--- src/usa_pkg.sv ---
// Purpose: Shared constants and frame helpers for the serial channel ends
// Assumes: One 125 MHz clock per end, active-low async reset
// Notes:   Register offsets are indices on the plain register port
package usa_pkg;

   // ----------------------------------------
   // Register map
   // ----------------------------------------
   localparam logic [2:0] ADR_DATA  = 3'h0;
   localparam logic [2:0] ADR_STAT  = 3'h1;
   localparam logic [2:0] ADR_CTLB  = 3'h2;
   localparam logic [2:0] ADR_FMT   = 3'h3;
   localparam logic [2:0] ADR_BAUDL = 3'h4;
   localparam logic [2:0] ADR_BAUDH = 3'h5;

   localparam int         B_TXC     = 6;
   localparam logic [7:0] CTLB_RST  = 8'h00;
   localparam logic [7:0] FMT_RST   = 8'h06;
   localparam logic [7:0] STAT_RST  = 8'h00;
   localparam logic [11:0] BAUD_RST = 12'h000;

   // ----------------------------------------
   // Timing
   // ----------------------------------------
   localparam logic [3:0] OS_NORM = 4'hF;
   localparam logic [3:0] OS_DBL  = 4'h7;
   localparam int         FRAME_W = 13;

   // ----------------------------------------
   // Frame helpers
   // ----------------------------------------
   function automatic logic [3:0] usa_char_len(input logic [2:0] code);
      case (code)
         3'h0:    usa_char_len = 4'h5;
         3'h1:    usa_char_len = 4'h6;
         3'h2:    usa_char_len = 4'h7;
         3'h7:    usa_char_len = 4'h9;
         default: usa_char_len = 4'h8;
      endcase
   endfunction

   function automatic logic [8:0] usa_mask(input logic [3:0] n);
      logic [8:0] m;
      m = 9'h000;
      for (int i = 0; i < 9; i++) begin
         if (i < int'(n)) m[i] = 1'b1;
      end
      return m;
   endfunction

   function automatic logic [FRAME_W-1:0] usa_frame(input logic [8:0] d,
                                                    input logic [3:0] n,
                                                    input logic [1:0] pm);
      logic [FRAME_W-1:0] f;
      logic [8:0]         dm;
      dm   = d & usa_mask(n);
      f    = '1;
      f[0] = 1'b0;
      for (int i = 0; i < 9; i++) begin
         if (i < int'(n)) f[i+1] = dm[i];
      end
      if (pm[1]) f[n+4'h1] = ^dm ^ pm[0];
      return f;
   endfunction

   function automatic logic [3:0] usa_flen(input logic [3:0] n,
                                           input logic       par,
                                           input logic       two);
      return n + {3'h0, par} + {3'h0, two} + 4'h2;
   endfunction

endpackage

--- src/usa_link_if.sv ---
// Purpose: Serial link between the channel and the remote serial device
// Assumes: Undriven data lines idle high, undriven sync clock low
// Notes:   Resolves the released transmit and clock pins
interface usa_link_if;
   logic txd;
   logic txd_oe;
   logic sck;
   logic sck_oe;
   logic rxd;
   logic txd_line;
   logic sck_line;

   assign txd_line = txd_oe ? txd : 1'b1;
   assign sck_line = sck_oe ? sck : 1'b0;

   modport dev (output txd, output txd_oe, output sck, output sck_oe, input rxd);
   modport far (input txd_line, input sck_line, output rxd);
endinterface

--- src/usa_dev.sv ---
// Purpose: Serial channel with data port, status/control and frame engines
// Assumes: Plain register port, read data one cycle after the read strobe
// Notes:   Reserved size codes act as eight bits; sync mode drives the clock
//
// Chosen here: the address map and the address-and-strobe port.
module usa_dev
   import usa_pkg::*;
(
   input  wire logic       clk_i,
   input  wire logic       rst_n_i,
   input  wire logic [2:0] addr_i,
   input  wire logic [7:0] wdata_i,
   input  wire logic       wr_i,
   input  wire logic       rd_i,
   output logic      [7:0] rdata_o,
   input  wire logic       gie_i,
   input  wire logic       tx_done_ack_i,
   output logic            rx_done_irq_o,
   output logic            tx_done_irq_o,
   output logic            tx_empty_irq_o,
   output logic            rx_pin_owned_o,
   usa_link_if.dev         link
);
   logic               u2x_q, mpcm_q, rx_on_q, tx_on_q, csz2_q, tx9_q;
   logic               umsel_q, usbs_q, pol_q, txc_q, dor_q;
   logic [2:0]         ie_q;
   logic [1:0]         upm_q, csz_q;
   logic [11:0]        baud_q, pre_q;
   logic [3:0]         nbits, os_max, rlast;
   logic               tick, sck_q, tx_edge, rx_edge;
   logic               hold_v_q, tbusy, tx_act, tx_step, load, txc_set, txc_clr;
   logic [8:0]         hold_q;
   logic [FRAME_W-1:0] tsh_q;
   logic [3:0]         tcnt_q, tos_q;
   logic               rx_s1, rx_s2, rbusy_q, rchk_q, rdone_q, rsamp, start_det;
   logic [3:0]         ros_q, ridx_q;
   logic [11:0]        rsh_q;
   logic [8:0]         rdat;
   logic [10:0]        new_ent, pend_q, head;
   logic               addr_ind, new_ok, pop, space, do_push, pend_v_q;
   logic [10:0]        ent_q [2];
   logic               rd_q;
   logic [1:0]         cnt_q;
   logic               wr_data, wr_stat;

   assign wr_data = wr_i && (addr_i == ADR_DATA);
   assign wr_stat = wr_i && (addr_i == ADR_STAT);
   assign nbits   = usa_char_len({csz2_q, csz_q});
   assign os_max  = (u2x_q && !umsel_q) ? OS_DBL : OS_NORM;

   // ----------------------------------------
   // Control registers
   // ----------------------------------------
   always_ff @(posedge clk_i or negedge rst_n_i) begin
      if (!rst_n_i) begin
         {u2x_q, mpcm_q} <= STAT_RST[1:0];
         {ie_q, rx_on_q, tx_on_q, csz2_q} <= CTLB_RST[7:2];
         tx9_q   <= CTLB_RST[0];
         umsel_q <= FMT_RST[6];
         upm_q   <= FMT_RST[5:4];
         usbs_q  <= FMT_RST[3];
         csz_q   <= FMT_RST[2:1];
         pol_q   <= FMT_RST[0];
         baud_q  <= BAUD_RST;
      end else if (wr_i) begin
         case (addr_i)
            ADR_STAT:  {u2x_q, mpcm_q} <= wdata_i[1:0];
            ADR_CTLB: begin
               {ie_q, rx_on_q, tx_on_q, csz2_q} <= wdata_i[7:2];
               tx9_q <= wdata_i[0];
            end
            ADR_FMT: begin
               umsel_q <= wdata_i[6];
               upm_q   <= wdata_i[5:4];
               usbs_q  <= wdata_i[3];
               csz_q   <= wdata_i[2:1];
               pol_q   <= wdata_i[0];
            end
            ADR_BAUDL: baud_q[7:0]  <= wdata_i;
            ADR_BAUDH: baud_q[11:8] <= wdata_i[3:0];
            default: ;
         endcase
      end
   end

   // ----------------------------------------
   // Baud prescaler and sync clock
   // ----------------------------------------
   assign tick    = (pre_q == 12'h000);
   assign tx_edge = tick & umsel_q & (pol_q ? sck_q : !sck_q);
   assign rx_edge = tick & umsel_q & (pol_q ? !sck_q : sck_q);

   always_ff @(posedge clk_i or negedge rst_n_i) begin
      if (!rst_n_i) begin
         pre_q <= BAUD_RST;
         sck_q <= 1'b0;
      end else begin
         if (wr_i && addr_i == ADR_BAUDL) pre_q <= {baud_q[11:8], wdata_i};
         else if (tick) pre_q <= baud_q;
         else pre_q <= pre_q - 12'h001;
         sck_q <= umsel_q ? sck_q ^ tick : 1'b0;
      end
   end

   // ----------------------------------------
   // Transmitter
   // ----------------------------------------
   assign tbusy   = (tcnt_q != 4'h0);
   assign tx_act  = tx_on_q | tbusy | hold_v_q;
   assign tx_step = umsel_q ? tx_edge : (tick && tos_q == os_max);
   assign load    = tx_on_q & !tbusy & hold_v_q;
   assign txc_set = tbusy & tx_step & (tcnt_q == 4'h1) & !hold_v_q;
   assign txc_clr = tx_done_ack_i | (wr_stat & wdata_i[B_TXC]);

   always_ff @(posedge clk_i or negedge rst_n_i) begin
      if (!rst_n_i) begin
         hold_v_q <= 1'b0;
         hold_q   <= 9'h000;
      end else if (load) begin
         hold_v_q <= 1'b0;
      end else if (wr_data && !hold_v_q) begin
         hold_v_q <= 1'b1;
         hold_q   <= {tx9_q, wdata_i};
      end
   end

   always_ff @(posedge clk_i or negedge rst_n_i) begin
      if (!rst_n_i) begin
         tsh_q  <= '1;
         tcnt_q <= 4'h0;
         tos_q  <= 4'h0;
      end else if (load) begin
         tsh_q  <= usa_frame(hold_q, nbits, upm_q);
         tcnt_q <= usa_flen(nbits, upm_q[1], usbs_q);
         tos_q  <= 4'h0;
      end else if (tbusy) begin
         if (tick && !umsel_q) tos_q <= (tos_q == os_max) ? 4'h0 : tos_q + 4'h1;
         if (tx_step) begin
            tsh_q  <= {1'b1, tsh_q[FRAME_W-1:1]};
            tcnt_q <= tcnt_q - 4'h1;
         end
      end
   end

   always_ff @(posedge clk_i or negedge rst_n_i) begin
      if (!rst_n_i) txc_q <= 1'b0;
      else if (txc_set) txc_q <= 1'b1;
      else if (txc_clr) txc_q <= 1'b0;
   end

   // ----------------------------------------
   // Receiver
   // ----------------------------------------
   assign rlast     = nbits + {3'h0, upm_q[1]};
   assign rsamp     = umsel_q ? rx_edge : (tick && ros_q == os_max);
   assign start_det = rx_on_q & !rbusy_q & !rx_s2 & (umsel_q ? rx_edge : tick);

   always_ff @(posedge clk_i or negedge rst_n_i) begin
      if (!rst_n_i) begin
         rx_s1 <= 1'b1;
         rx_s2 <= 1'b1;
      end else begin
         rx_s1 <= link.rxd;
         rx_s2 <= rx_s1;
      end
   end

   always_ff @(posedge clk_i or negedge rst_n_i) begin
      if (!rst_n_i) begin
         rbusy_q <= 1'b0;
         rchk_q  <= 1'b0;
         rdone_q <= 1'b0;
         ros_q   <= 4'h0;
         ridx_q  <= 4'h0;
         rsh_q   <= 12'h000;
      end else begin
         rdone_q <= 1'b0;
         if (!rx_on_q) begin
            rbusy_q <= 1'b0;
         end else if (start_det) begin
            rbusy_q <= 1'b1;
            rchk_q  <= !umsel_q;
            ros_q   <= 4'h0;
            ridx_q  <= 4'h0;
         end else if (rbusy_q && rchk_q) begin
            // Mid start bit recheck rejects glitches
            if (tick) ros_q <= ros_q + 4'h1;
            if (tick && ros_q == (os_max >> 1)) begin
               ros_q   <= 4'h0;
               rchk_q  <= 1'b0;
               rbusy_q <= !rx_s2;
            end
         end else if (rbusy_q) begin
            if (tick && !umsel_q) ros_q <= (ros_q == os_max) ? 4'h0 : ros_q + 4'h1;
            if (rsamp) begin
               rsh_q[ridx_q] <= rx_s2;
               ridx_q        <= ridx_q + 4'h1;
               if (ridx_q == rlast) begin
                  rbusy_q <= 1'b0;
                  rdone_q <= 1'b1;
               end
            end
         end
      end
   end

   always_comb begin
      rdat     = rsh_q[8:0] & usa_mask(nbits);
      new_ent  = {upm_q[1] & (^rdat ^ upm_q[0] ^ rsh_q[nbits]), !rsh_q[rlast], rdat};
      addr_ind = (nbits == 4'h9) ? rdat[8] : rsh_q[rlast];
   end

   assign new_ok  = rdone_q & rx_on_q & (!mpcm_q | addr_ind);

   // ----------------------------------------
   // Receive FIFO
   // ----------------------------------------
   // A data read advances unless the FIFO is empty
   assign pop     = rd_i && (addr_i == ADR_DATA) && (cnt_q != 2'h0);
   assign space   = (cnt_q != 2'h2) || pop;
   assign do_push = (pend_v_q | new_ok) & space;
   assign head    = (cnt_q != 2'h0) ? ent_q[rd_q] : 11'h000;

   always_ff @(posedge clk_i or negedge rst_n_i) begin
      if (!rst_n_i) begin
         ent_q[0] <= 11'h000;
         ent_q[1] <= 11'h000;
         rd_q     <= 1'b0;
         cnt_q    <= 2'h0;
         pend_q   <= 11'h000;
         pend_v_q <= 1'b0;
      end else if (!rx_on_q) begin
         cnt_q    <= 2'h0;
         pend_v_q <= 1'b0;
      end else begin
         if (do_push) ent_q[rd_q ^ cnt_q[0]] <= pend_v_q ? pend_q : new_ent;
         if (pop) rd_q <= !rd_q;
         cnt_q <= cnt_q + {1'b0, do_push} - {1'b0, pop};
         if (new_ok && (pend_v_q || !space)) begin
            pend_q   <= new_ent;
            pend_v_q <= 1'b1;
         end else if (pend_v_q && space) begin
            pend_v_q <= 1'b0;
         end
      end
   end

   always_ff @(posedge clk_i or negedge rst_n_i) begin
      if (!rst_n_i) dor_q <= 1'b0;
      else if (!rx_on_q) dor_q <= 1'b0;
      else if (start_det && cnt_q == 2'h2 && pend_v_q) dor_q <= 1'b1;
      else if (pop) dor_q <= 1'b0;
   end

   // ----------------------------------------
   // Read port
   // ----------------------------------------
   always_ff @(posedge clk_i or negedge rst_n_i) begin
      if (!rst_n_i) begin
         rdata_o <= 8'h00;
      end else if (rd_i) begin
         case (addr_i)
            ADR_DATA:  rdata_o <= head[7:0];
            ADR_STAT:  rdata_o <= {cnt_q != 2'h0, txc_q, !hold_v_q, head[9], dor_q,
                                   head[10], u2x_q, mpcm_q};
            ADR_CTLB:  rdata_o <= {ie_q, rx_on_q, tx_on_q, csz2_q, head[8], tx9_q};
            ADR_FMT:   rdata_o <= {1'b0, umsel_q, upm_q, usbs_q, csz_q, pol_q};
            ADR_BAUDL: rdata_o <= baud_q[7:0];
            ADR_BAUDH: rdata_o <= {4'h0, baud_q[11:8]};
            default:   rdata_o <= 8'h00;
         endcase
      end else begin
         rdata_o <= 8'h00;
      end
   end

   // ----------------------------------------
   // Requests and pins
   // ----------------------------------------
   // Enable, global enable and flag
   assign rx_done_irq_o  = ie_q[2] & gie_i & (cnt_q != 2'h0);
   assign tx_done_irq_o  = ie_q[1] & gie_i & txc_q;
   assign tx_empty_irq_o = ie_q[0] & gie_i & !hold_v_q;
   assign rx_pin_owned_o = rx_on_q;
   assign link.txd       = tsh_q[0];
   assign link.txd_oe    = tx_act;
   assign link.sck       = sck_q;
   assign link.sck_oe    = umsel_q & (tx_act | rx_on_q);
endmodule

--- src/flat_wrapper.sv ---
// flat-port wrapper written by rule: the top's interface ports become plain ports
module usa_dev_flat import usa_pkg::*;
  (clk_i, rst_n_i, addr_i, wdata_i, wr_i, rd_i, rdata_o, gie_i, tx_done_ack_i, rx_done_irq_o, tx_done_irq_o, tx_empty_irq_o, rx_pin_owned_o, link_txd, link_txd_oe, link_sck, link_sck_oe, link_rxd);
  usa_link_if link_i ();
  input  wire logic clk_i;
  input  wire logic rst_n_i;
  input  wire logic [2:0] addr_i;
  input  wire logic [7:0] wdata_i;
  input  wire logic wr_i;
  input  wire logic rd_i;
  output logic      [7:0] rdata_o;
  input  wire logic gie_i;
  input  wire logic tx_done_ack_i;
  output logic rx_done_irq_o;
  output logic tx_done_irq_o;
  output logic tx_empty_irq_o;
  output logic rx_pin_owned_o;
  output wire logic [$bits(link_i.txd)-1:0] link_txd;
  output wire logic [$bits(link_i.txd_oe)-1:0] link_txd_oe;
  output wire logic [$bits(link_i.sck)-1:0] link_sck;
  output wire logic [$bits(link_i.sck_oe)-1:0] link_sck_oe;
  input wire logic [$bits(link_i.rxd)-1:0] link_rxd;
  assign link_txd = link_i.txd;
  assign link_txd_oe = link_i.txd_oe;
  assign link_sck = link_i.sck;
  assign link_sck_oe = link_i.sck_oe;
  assign link_i.rxd = link_rxd;
  usa_dev u_core (.clk_i(clk_i), .rst_n_i(rst_n_i), .addr_i(addr_i), .wdata_i(wdata_i), .wr_i(wr_i), .rd_i(rd_i), .rdata_o(rdata_o), .gie_i(gie_i), .tx_done_ack_i(tx_done_ack_i), .rx_done_irq_o(rx_done_irq_o), .tx_done_irq_o(tx_done_irq_o), .tx_empty_irq_o(tx_empty_irq_o), .rx_pin_owned_o(rx_pin_owned_o), .link(link_i));
endmodule
--- config.mk ---
export PLATFORM = sky130hd
export DESIGN_NAME = usa_dev_flat
export DESIGN_NICKNAME = d
export VERILOG_FILES = /design/src/usa_pkg.sv /design/src/usa_link_if.sv /design/src/usa_dev.sv /design/src/flat_wrapper.sv
export SDC_FILE = /design/constraint.sdc
export NUM_CORES = 1
export LEC_CHECK = 0
export BUFFER_PORTS_ARGS = -buffer_cell sky130_fd_sc_hd__buf_2
export CAP_MARGIN = 20
export CORE_UTILIZATION = 50
export CTS_CLUSTER_DIAMETER = 40
export DETAILED_ROUTE_END_ITERATION = 12
export PLACE_DENSITY = 0.66
export SETUP_SLACK_MARGIN = 0.5
export SLEW_MARGIN = 20
export SYNTH_ARGS = -nofsm -noshare
export SYNTH_HDL_FRONTEND = slang
export SYNTH_SLANG_ARGS = --single-unit
--- constraint.sdc ---
create_clock -name clk_i -period 4.8 [get_ports clk_i]
set_input_delay 0.72 -clock clk_i [delete_from_list [all_inputs] [get_ports clk_i]]
set_output_delay 0.72 -clock clk_i [all_outputs]
set_load 0.05 [all_outputs]
-- Yosys cells after proc, flatten, opt, wreduce, memory -nomap -nowiden
Index checks and enable logic that the tools add are counted.
- bits in registers: 144
- bits of input ports: 18
- logic and storage cells: 309
- output and inout port bits: 16
- $add $sub $neg: 11
- $lt $le $gt $ge: 18
- multiplexer cells: 116
- equal/unequal tests: 21
- reduce and logical (&&, ||, !) cells: 64
- bitwise logic cells: 41
- operator list (kind ; number):
    two-way mux 4 bit ; 19
    two-way mux 1 bit ; 73
    two-way mux 11 bit ; 6
    two-way mux 13 bit ; 4
    one-hot mux 8 bit (6 select lines) ; 1
    two-way mux 12 bit ; 2
    bitwise AND 1 bit ; 23
    bitwise mux 22 bit ; 1
    AND reduction 2 bit ; 11
    < comparator 4 x 5 -> 1 bit, second input constant ; 4
    nonzero test 2 bit ; 10
    logical AND 1 bit ; 19
    bitwise AND 9 bit ; 2
    XOR reduction 9 bit ; 2
    adder 4 x 1 -> 4 bit, second input constant ; 4
    < comparator 3 x 4 -> 1 bit, first input constant ; 4
    one-hot mux 4 bit (4 select lines) ; 1
    bitwise mux 13 bit ; 1
    bitwise mux 12 bit ; 1
    equality test 4 bit ; 3
    logical NOT 12 bit ; 1
    subtractor 12 x 1 -> 12 bit, second input constant ; 1
    demux 11 bit (select 1 bit) ; 1
    logical NOT 1 bit ; 10
    38 further kinds ; 67

-- Logic depth before layout (Yosys ltp)
Gate-level depths: netlist (run 1).
- word-level depth: 13
- mapped depth: 16

-- Least setup slack after synthesis (run 1)
Ideal clock, no wire load.
- path type: flip-flop to flip-flop
- from: register u_core.csz_q[0]
- to: register u_core.cnt_q[1]
- cell stages (with the launch flop): 17
- setup slack: 1565 ps
- path buffers: 2
- data arrival time: 3115 ps
- data required time: 4679 ps
- setup time: 121 ps
- cells stage by stage: dfstp_2 > buf_2 > or2_2 > o21ai_0 > ha_1 > buf_6 > mux4_1 > mux2i_1 > a21o_2 > a41oi_2 > inv_1 > ha_1 > inv_1 > ha_1 > xor2_1 > xnor2_1 > nor2_1
- cells in the longest elaborated chain, start to end: 13
- elaborated cells on any way between the ends: 20
- those cells by class: add/sub (3); order compare (1); eq/ne (4); mux (6); bitwise (5); reduce/logical (1)
- RTL lines (item ; line ; text):
    start, declared ; usa_dev.sv:27 ; logic [1:0] upm_q, csz_q;
    start signal, assigned ; usa_dev.sv:62 ; csz_q <= FMT_RST[2:1];
    start signal, assigned ; usa_dev.sv:76 ; csz_q <= wdata_i[2:1];
    equality test 3 bit (tied with other cells) ; usa_pkg.sv:33 ; case (code)
    one-hot mux 4 bit (4 select lines) * ; usa_pkg.sv:33 ;
    adder 4 x 1 -> 4 bit or < comparator 4 bit (tied branches) ; usa_dev.sv:154, usa_pkg.sv:46 ;
    binary-select mux 1 bit (select 4 bit) or two-way mux 1 bit (tied branches) ; usa_dev.sv:210, usa_pkg.sv:46 ;
    two-way mux 1 bit (not written as such) or bitwise AND 9 bit (tied branches) ; usa_dev.sv:210, usa_dev.sv:208 ;
    two-way mux 1 bit * ; usa_dev.sv:210 ; addr_ind = (nbits == 4'h9) ? rdat[8] : rsh_q[rlast];
    OR 1 bit * ; usa_dev.sv:213 ; assign new_ok = rdone_q & rx_on_q & (!mpcm_q | addr_ind);
    bitwise AND 1 bit * ; usa_dev.sv:213 ;
    OR 1 bit * ; usa_dev.sv:221 ; assign do_push = (pend_v_q | new_ok) & space;
    bitwise AND 1 bit * ; usa_dev.sv:221 ;
    adder 2 x 1 -> 2 bit * ; usa_dev.sv:238 ; cnt_q <= cnt_q + {1'b0, do_push} - {1'b0, pop};
    subtractor 2 x 1 -> 2 bit * ; usa_dev.sv:238 ;
    two-way mux 2 bit * ; usa_dev.sv:232 ; end else if (!rx_on_q) begin
    end signal, assigned ; usa_dev.sv:238 ;
    end, declared ; usa_dev.sv:43 ; logic [1:0] cnt_q;
Every way passes the cells marked *; elsewhere a longest branch is shown, timed or not. The select of a mux whose other input is x is not followed.
A chain may end at the register's enable or synchronous reset.

-- Final worst setup path (run 1)
- from: register u_core.csz2_q
- to: register u_core.cnt_q[1]
- cells in the longest elaborated chain, start to end: 13
- elaborated cells on any way between the ends: 20
- those cells by class: add/sub (3); order compare (1); eq/ne (4); mux (6); bitwise (5); reduce/logical (1)
- RTL lines (item ; line ; text):
    start, declared ; usa_dev.sv:24 ; logic u2x_q, mpcm_q, rx_on_q, tx_on_q, csz2_q, tx9_q;
    start signal, assigned ; usa_dev.sv:57 ; {ie_q, rx_on_q, tx_on_q, csz2_q} <= CTLB_RST[7:2];
    start signal, assigned ; usa_dev.sv:69 ; {ie_q, rx_on_q, tx_on_q, csz2_q} <= wdata_i[7:2];
    equality test 3 bit (tied with other cells) ; usa_pkg.sv:33 ;
    one-hot mux 4 bit (4 select lines) * ; usa_pkg.sv:33 ;
    adder 4 x 1 -> 4 bit or < comparator 4 bit (tied branches) ; usa_dev.sv:154, usa_pkg.sv:46 ;
    binary-select mux 1 bit (select 4 bit) or two-way mux 1 bit (tied branches) ; usa_dev.sv:210, usa_pkg.sv:46 ;
    two-way mux 1 bit (not written as such) or bitwise AND 9 bit (tied branches) ; usa_dev.sv:210, usa_dev.sv:208 ;
    two-way mux 1 bit * ; usa_dev.sv:210 ;
    OR 1 bit * ; usa_dev.sv:213 ;
    bitwise AND 1 bit * ; usa_dev.sv:213 ;
    OR 1 bit * ; usa_dev.sv:221 ;
    bitwise AND 1 bit * ; usa_dev.sv:221 ;
    adder 2 x 1 -> 2 bit * ; usa_dev.sv:238 ;
    subtractor 2 x 1 -> 2 bit * ; usa_dev.sv:238 ;
    two-way mux 2 bit * ; usa_dev.sv:232 ;
Marked as above.

==> summary.txt, run 1 <==
Cells and area
  – Share of cells above drive strength 1: 0.237
  – Area grow syn2layout: 11.4%
  – Fill cells: 1287
  – Diode count: 0
  – Post-layout nets: 783

Clock network
  – Hold-fix buffers at CTS: 0
  – CTS Buffer Depth: 2
  – Clk slew on worst S/H paths: 60 ps
  – Total clock sinks: 144
  – Htree depth: 4
  – Post-CTS Resized: 0
  – Root buffer cell: clkbuf_16
  – CTS tree: done
  – Cts bufs inserted: 17
  – Clk Latency, worst-skew pair: 430 ps
  – Setup bufs post-CTS: 0

Route
  – DR vias/cell: 5.87
  – DR WL met3: 949 um
  – DRC viols: 0
  – Initial DRC Count: 470
  – Met2 wire len: 8.55 mm
  – Antenna Nets Post-Route: 0
  – WL/cell: 19.7 um
  – Uppermost layer routed: met4
  – Detailed-router iteration count before antenna repair: 5
  – Routed length on met1: 8.87 mm
  – Via count: 5586
  – Final WL: 18.7 mm

STA
  – RSZ-0062 raised after global routing: no
  – Hold slack: 356 ps
  – Setup TNS: 0 ps
  – Max transition margin: 0.386
  – Period Utilization, post-route: 0.776
  – Tightest Pin Transition: 921 ps
  – Max Freq: 0.268 GHz
  – Final setup violation count: 0
  – Hold Violations, Final: 0
  – Crit path time final: 3730 ps
  – Worst Clk Skew: 8.15 ps
  – Fin. max-slew vios: 0

Setup path
  – Critical R2R Launch: u_core.csz2_q
  – WP data arrival: 4030 ps
  – CP Class: reg -> reg
  – Critical path data required time: 5100 ps
  – Crit. End Element: flop
  – Critical Path Start Type: flop
  – Crit path max fanout: 19
  – Reg-to-reg slack, setup: 1070 ps
  – Worst R2R End: u_core.cnt_q[1]
  – R2R depth: 14

Worst hold path
  – Worst hold path endpoint: u_core.rx_s2
  – Cells on Worst Hold Path: 0
  – Worst hold start: u_core.rx_s1
  – Worst Hold Class: reg -> reg

Yosys
  – Post-synth EDFFs: 0
  – Flops & latches, synth: 144
  – Post-synthesis async set-or-reset flop share: 1.00
  – Cells after Synth: 729
  – Syn_area_per_cell: 10.6 sq um
  – Synth unique cells: 67
  – Ys flop type: dfrtp_1
  – Sequential area share after synthesis: 0.469
  – Syn Nets: 761
  – Cell area after synthesis: 7730 sq um
  – Synthesis warning total: 0

Status
  – Status: finished clean

Global route
  – First-pass GRT wire length: 30.8 mm
  – Largest net degree at the start of global routing: 116
  – Vias in the first global route: 5537
  – Initial antenna violation count: 0
  – GRT Resource Usage Total: 0.255
  – GRT Residual Overflow: 0

Power
  – Pwr dens: 466 nW/um^2
  – P_leak: 3.79 nW
  – Worst vdd ir: 0.258 mV

Floorplanning
  – Die Span Y: 126 um
  – Die area: 16000 sq um
  – Die X: 126 um
  – Initial Utilization: 0.511
  – IO Pins: 34
  – # rows: 45
  – Core area: 15100 sq um

Placement
  – HPWL after detailed placement: 13.5 mm
  – Final RePlAce weighted congestion: 0.925
  – IO Port Bufs: 33

Flow run
  – Max_cap viols: 0
-- layer usage --
metal	global-route usage	up-vias
li1	-	2604
met1	0.368	2792
met2	0.381	164
met3	0.0510	26
met4	0.0928	0
met5	0	-
-- per-stage QoR --
stage	std cells	total power [mW]	worst slack (ps)	util	instance area, sq um
after global routing	952	4.23	774	0.569	8620
after global placement	920	2.60	1240	0.528	7990
after CTS	952	4.02	1090	0.569	8610
final	952	4.02	1070	0.569	8620
after detailed placement	920	2.63	1130	0.528	7990
after floorplan	729	2.35	1560	-	7730
-- cell usage in the layout, fill, tap and decap left out, drive strengths merged, types with 17 or more instances in the layout --
| cell type | count |
|---|---|
| a21oi | 26 |
| buf | 36 |
| clkbuf | 21 |
| dfrtp | 127 |
| dfstp | 17 |
| inv | 27 |
| mux2 | 80 |
| mux2i | 28 |
| nand2 | 92 |
| nand3 | 22 |
| nor2 | 43 |
| o21ai | 45 |
| xnor2 | 35 |
| xor2 | 18 |
-- flip-flops by register name, indices dropped and copies added (netlist names), 8 cells and up --
signal,cells
u_core.baud_q,12
u_core.ent_q,22
u_core.hold_q,9
u_core.pend_q,11
u_core.pre_q,12
u_core.rdata_o,8
u_core.rsh_q,12
u_core.tsh_q,13
-- worst max path at each step --
stage | start | to | slack (ps) | cells past startpoint
floorplan | u_core.csz_q[0] | u_core.cnt_q[1] | 1560 | 16
global placement | u_core.csz2_q | u_core.cnt_q[1] | 1240 | 14
detailed placement | u_core.csz2_q | u_core.cnt_q[1] | 1130 | 14
CTS | u_core.csz2_q | u_core.cnt_q[1] | 1090 | 14
global route | u_core.csz2_q | u_core.cnt_q[1] | 770 | 14
finish | u_core.csz2_q | u_core.cnt_q[1] | 1070 | 14
-- cells in the mapped netlist, drive strengths merged (3+ instances only) --
master	number	share of area
nand3	22	0.014
o22ai	5	0.0040
xnor2	35	0.042
xor2	18	0.020
nor2b	12	0.0097
and3	7	0.0063
mux2	80	0.12
nand2b	5	0.0040
nand2	92	0.045
nand4	5	0.0040
dfstp	17	0.058
nor3b	4	0.0045
a31oi	5	0.0040
buf	17	0.015
a22oi	8	0.0078
nor2	43	0.023
mux4	4	0.013
o21a	4	0.0039
nor3	14	0.0091
dfrtp	127	0.41
inv	25	0.012
and2	12	0.010
a21oi	26	0.017
o21ai	45	0.030
nor4	3	0.0032
o211ai	3	0.0029
clkbuf	17	0.0083
mux2i	28	0.036
ha	14	0.023
o221ai	4	0.0045
-- cell families after synthesis --
kind of cell / after synthesis / synth area share
simple gates: 224 / 0.138
buf+inv: 59 / 0.0356
fa+ha+maj: 15 / 0.0239
compound gates: 122 / 0.0995
xor+xnor: 53 / 0.0625
mux: 112 / 0.172
flops: 144 / 0.469
-- area by class of cell --
type                    count  area (sq um)  share of cell area
flip-flops and latches    144          3620               0.421
repair buffers             37           204              0.0237
clock buffers              20           467              0.0542
clock inverters            12           155              0.0180
well taps                 188           235              0.0273
inverters                  25          93.8              0.0109
multi-input cells         526          3840               0.445
-- worst max-delay path, cell delays in order, from the launching register on --
cell     delay, ps
dfrtp_1        780
or2_2          260
o21ai_0        100
ha_1           460
mux4_1         600
mux2i_1        150
a21o_2         190
a41oi_2        160
inv_1           90
ha_1           220
inv_1           60
ha_1           150
xor2_1         190
xnor2_1        140
nor2_1          60
-- where the power goes --
group          switching (mW)  internal, mW
logic                   0.515         0.418
registers               0.244          1.45
clock network           0.530         0.859
Power figures use the tool's default switching activity.
==> inputs of run 2 (changes only) <==
clock period = 3.6 ns   (was 4.8 ns; I/O delays follow)
==> run 2 against run 1 <==
Sequential cell count unchanged. Final cell count rose by 0.95%. Worst hold slack lost 320 ps.
==> summary.txt, run 2 (synthesis results as in run 1) <==
Placement
  – IO Port Bufs: 33 (unchanged)
  – Final RePlAce weighted congestion: 0.906 (-2.1%)
  – Number of cells after detailed placement: 925 (+0.54%)
  – HPWL after detailed placement: 12.7 mm (-6.4%)

Clock network
  – Clk Latency, worst-skew pair: 440 ps (about the same)
  – Htree depth: 4 (unchanged)
  – Cts bufs inserted: 17 (unchanged)
  – Clk slew on worst S/H paths: 60 ps (about the same)
  – Total clock sinks: 144 (unchanged)
  – Root buffer cell: clkbuf_16
  – CTS Buffer Depth: 2 (unchanged)
  – CTS tree: done
  – Hold-fix buffers at CTS: 0 (unchanged)

Cells and area
  – Diode count: 0 (unchanged)
  – Fill cells: 1250 (-2.9%)
  – Share of cells above drive strength 1: 0.257 (+0.0205)
  – Post-layout nets: 794 (+1.4%)
  – Post-route insts no fill: 961 (+0.95%)
  – Area grow syn2layout: 12.1%
  – Largest register FFs: 22 (unchanged)
  – Biggest regs: u_core.ent_q x22, u_core.tsh_q x13
  – Most common cell after layout, fill and taps aside: dfrtp_1
  – Biggest register: u_core.ent_q
  – Commonest cells after routing, fill and taps aside: 126 x dfrtp_1, 91 x nand2_1, 67 x mux2_2

Route
  – Final WL: 18.0 mm (-3.9%)
  – Routed length on met1: 8.24 mm (-7.1%)
  – DRC viols: 0 (unchanged)
  – Antenna Nets Post-Route: 0 (unchanged)
  – Uppermost layer routed: met4
  – Initial DRC Count: 416 (-11%)
  – Via count: 5559 (-0.48%)
  – Detailed-router iteration count before antenna repair: 5 (unchanged)
  – Met2 wire len: 8.57 mm (+0.27%)
  – DR vias/cell: 5.78 (-1.4%)
  – WL/cell: 18.7 um (-4.8%)
  – DR WL met3: 825 um (-13%)

Global route
  – GRT Residual Overflow: 0 (unchanged)
  – First-pass GRT wire length: 29.8 mm (-3.3%)
  – GRT Resource Usage Total: 0.247 (-0.00755)
  – Vias in the first global route: 5612 (+1.4%)
  – Initial antenna violation count: 0 (unchanged)
  – Largest net degree at the start of global routing: 98 (-16%)

Floorplanning
  – Die Span Y: 126 um (unchanged)
  – Die area: 16000 sq um (unchanged)
  – Core area: 15100 sq um (unchanged)
  – Die X: 126 um (unchanged)
  – # rows: 45 (unchanged)
  – Initial Utilization: 0.511 (unchanged)
  – IO Pins: 34 (unchanged)

STA
  – Setup TNS: 0 ps (unchanged)
  – Fin. max-slew vios: 0 (unchanged)
  – RSZ-0062 raised after global routing: yes
  – Tightest Pin Transition: 881 ps (-39.9 ps)
  – Max transition margin: 0.413 (+0.0266)
  – Max Freq: 0.331 GHz (+23%)
  – Final setup violation count: 0 (unchanged)
  – Hold slack: 33.4 ps (-322 ps)
  – Crit path time final: 3020 ps (-703 ps)
  – Hold Violations, Final: 0 (unchanged)
  – Worst Clk Skew: 8.69 ps (+0.541 ps)
  – Period Utilization, post-route: 0.840 (+0.0634)

Status
  – Status: finished clean

Power
  – Total power draw: 5.20 mW (+30%)
  – Pwr dens: 600 nW/um^2 (+29%)
  – P_leak: 3.79 nW (about the same)
  – Worst vdd ir: 0.430 mV (+67%)

Worst hold path
  – Worst Hold Class: in -> async

Flow run
  – Max_cap viols: 0 (unchanged)

Setup path
  – WP data arrival: 3340 ps (-690 ps)
  – Crit path max fanout: 4 (-15)
  – Critical Path Start Type: flop
  – CP Class: reg -> reg
  – Critical path data required time: 3920 ps (-1180 ps)
  – Crit. End Element: flop
==> run 2: per-stage QoR <==
stage / setup slack [ps] / instance area [sq um] / utilization
after detailed placement: 259 / 8030 / 0.530
after CTS: 512 / 8630 / 0.570
after floorplan: 507 / 7730 / -
final: 578 / 8670 / 0.572
after global routing: 437 / 8670 / 0.572
after global placement: 399 / 8030 / 0.530
==> run 2: routing by layer <==
layer	vias to the layer above	global-route usage
li1	2608	-
met1	2781	0.324
met2	143	0.400
met3	27	0.0578
met4	0	0.0914
met5	-	0
==> run 2: final cells by class <==
type | count | area [sq um] | area share
Clock inverter | 13 | 118 | 0.0136
Multi-Input combinational cell | 526 | 3870 | 0.446
Sequential cell | 144 | 3630 | 0.418
Timing Repair Buffer | 48 | 304 | 0.0351
Clock buffer | 17 | 425 | 0.0491
Inverter | 25 | 93.8 | 0.0108
Tap cell | 188 | 235 | 0.0271
==> run 2: repair_timing <==
item,4_1_cts,5_1_grt
setup endpoints to repair,2,2
setup buffers,3,3
pin swaps,3,5
gates resized for setup,7,5
==> run 2: path summary, 6_finish.rpt <==
| path | start | end | slack [ps] | depth (start not counted) |
|---|---|---|---|---|
| worst max-delay path | u_core.csz_q[0] | u_core.cnt_q[1] | 580 | 14 |
| worst max register to register | u_core.csz_q[0] | u_core.cnt_q[1] | 580 | 14 |
| worst min-delay path | rst_n_i | u_core.ent_q[13] | 30 | 1 |
| min in group clk_i | link_rxd | u_core.rx_s1 | 200 | 1 |
| max in group asynchronous | rst_n_i | u_core.tsh_q[1] | 2680 | 2 |
| worst min register to register | u_core.rx_s1 | u_core.rx_s2 | 360 | 0 |
==> run 2: critical path, cell delays in order (launching register included) <==
cell	delay [ps]
dfstp_2	580
or2_4	150
o21ai_4	60
ha_4	300
mux4_2	500
mux2i_1	150
a21o_2	170
a41oi_2	110
inv_1	90
ha_1	230
inv_1	60
ha_1	150
xor2_1	170
xnor2_1	130
nor2_1	50
==> run 2: power breakdown <==
part           switching, mW  internal, mW
sequential             0.303          1.93
combinational          0.706         0.611
clock                  0.712         0.939
total                   1.72          3.48
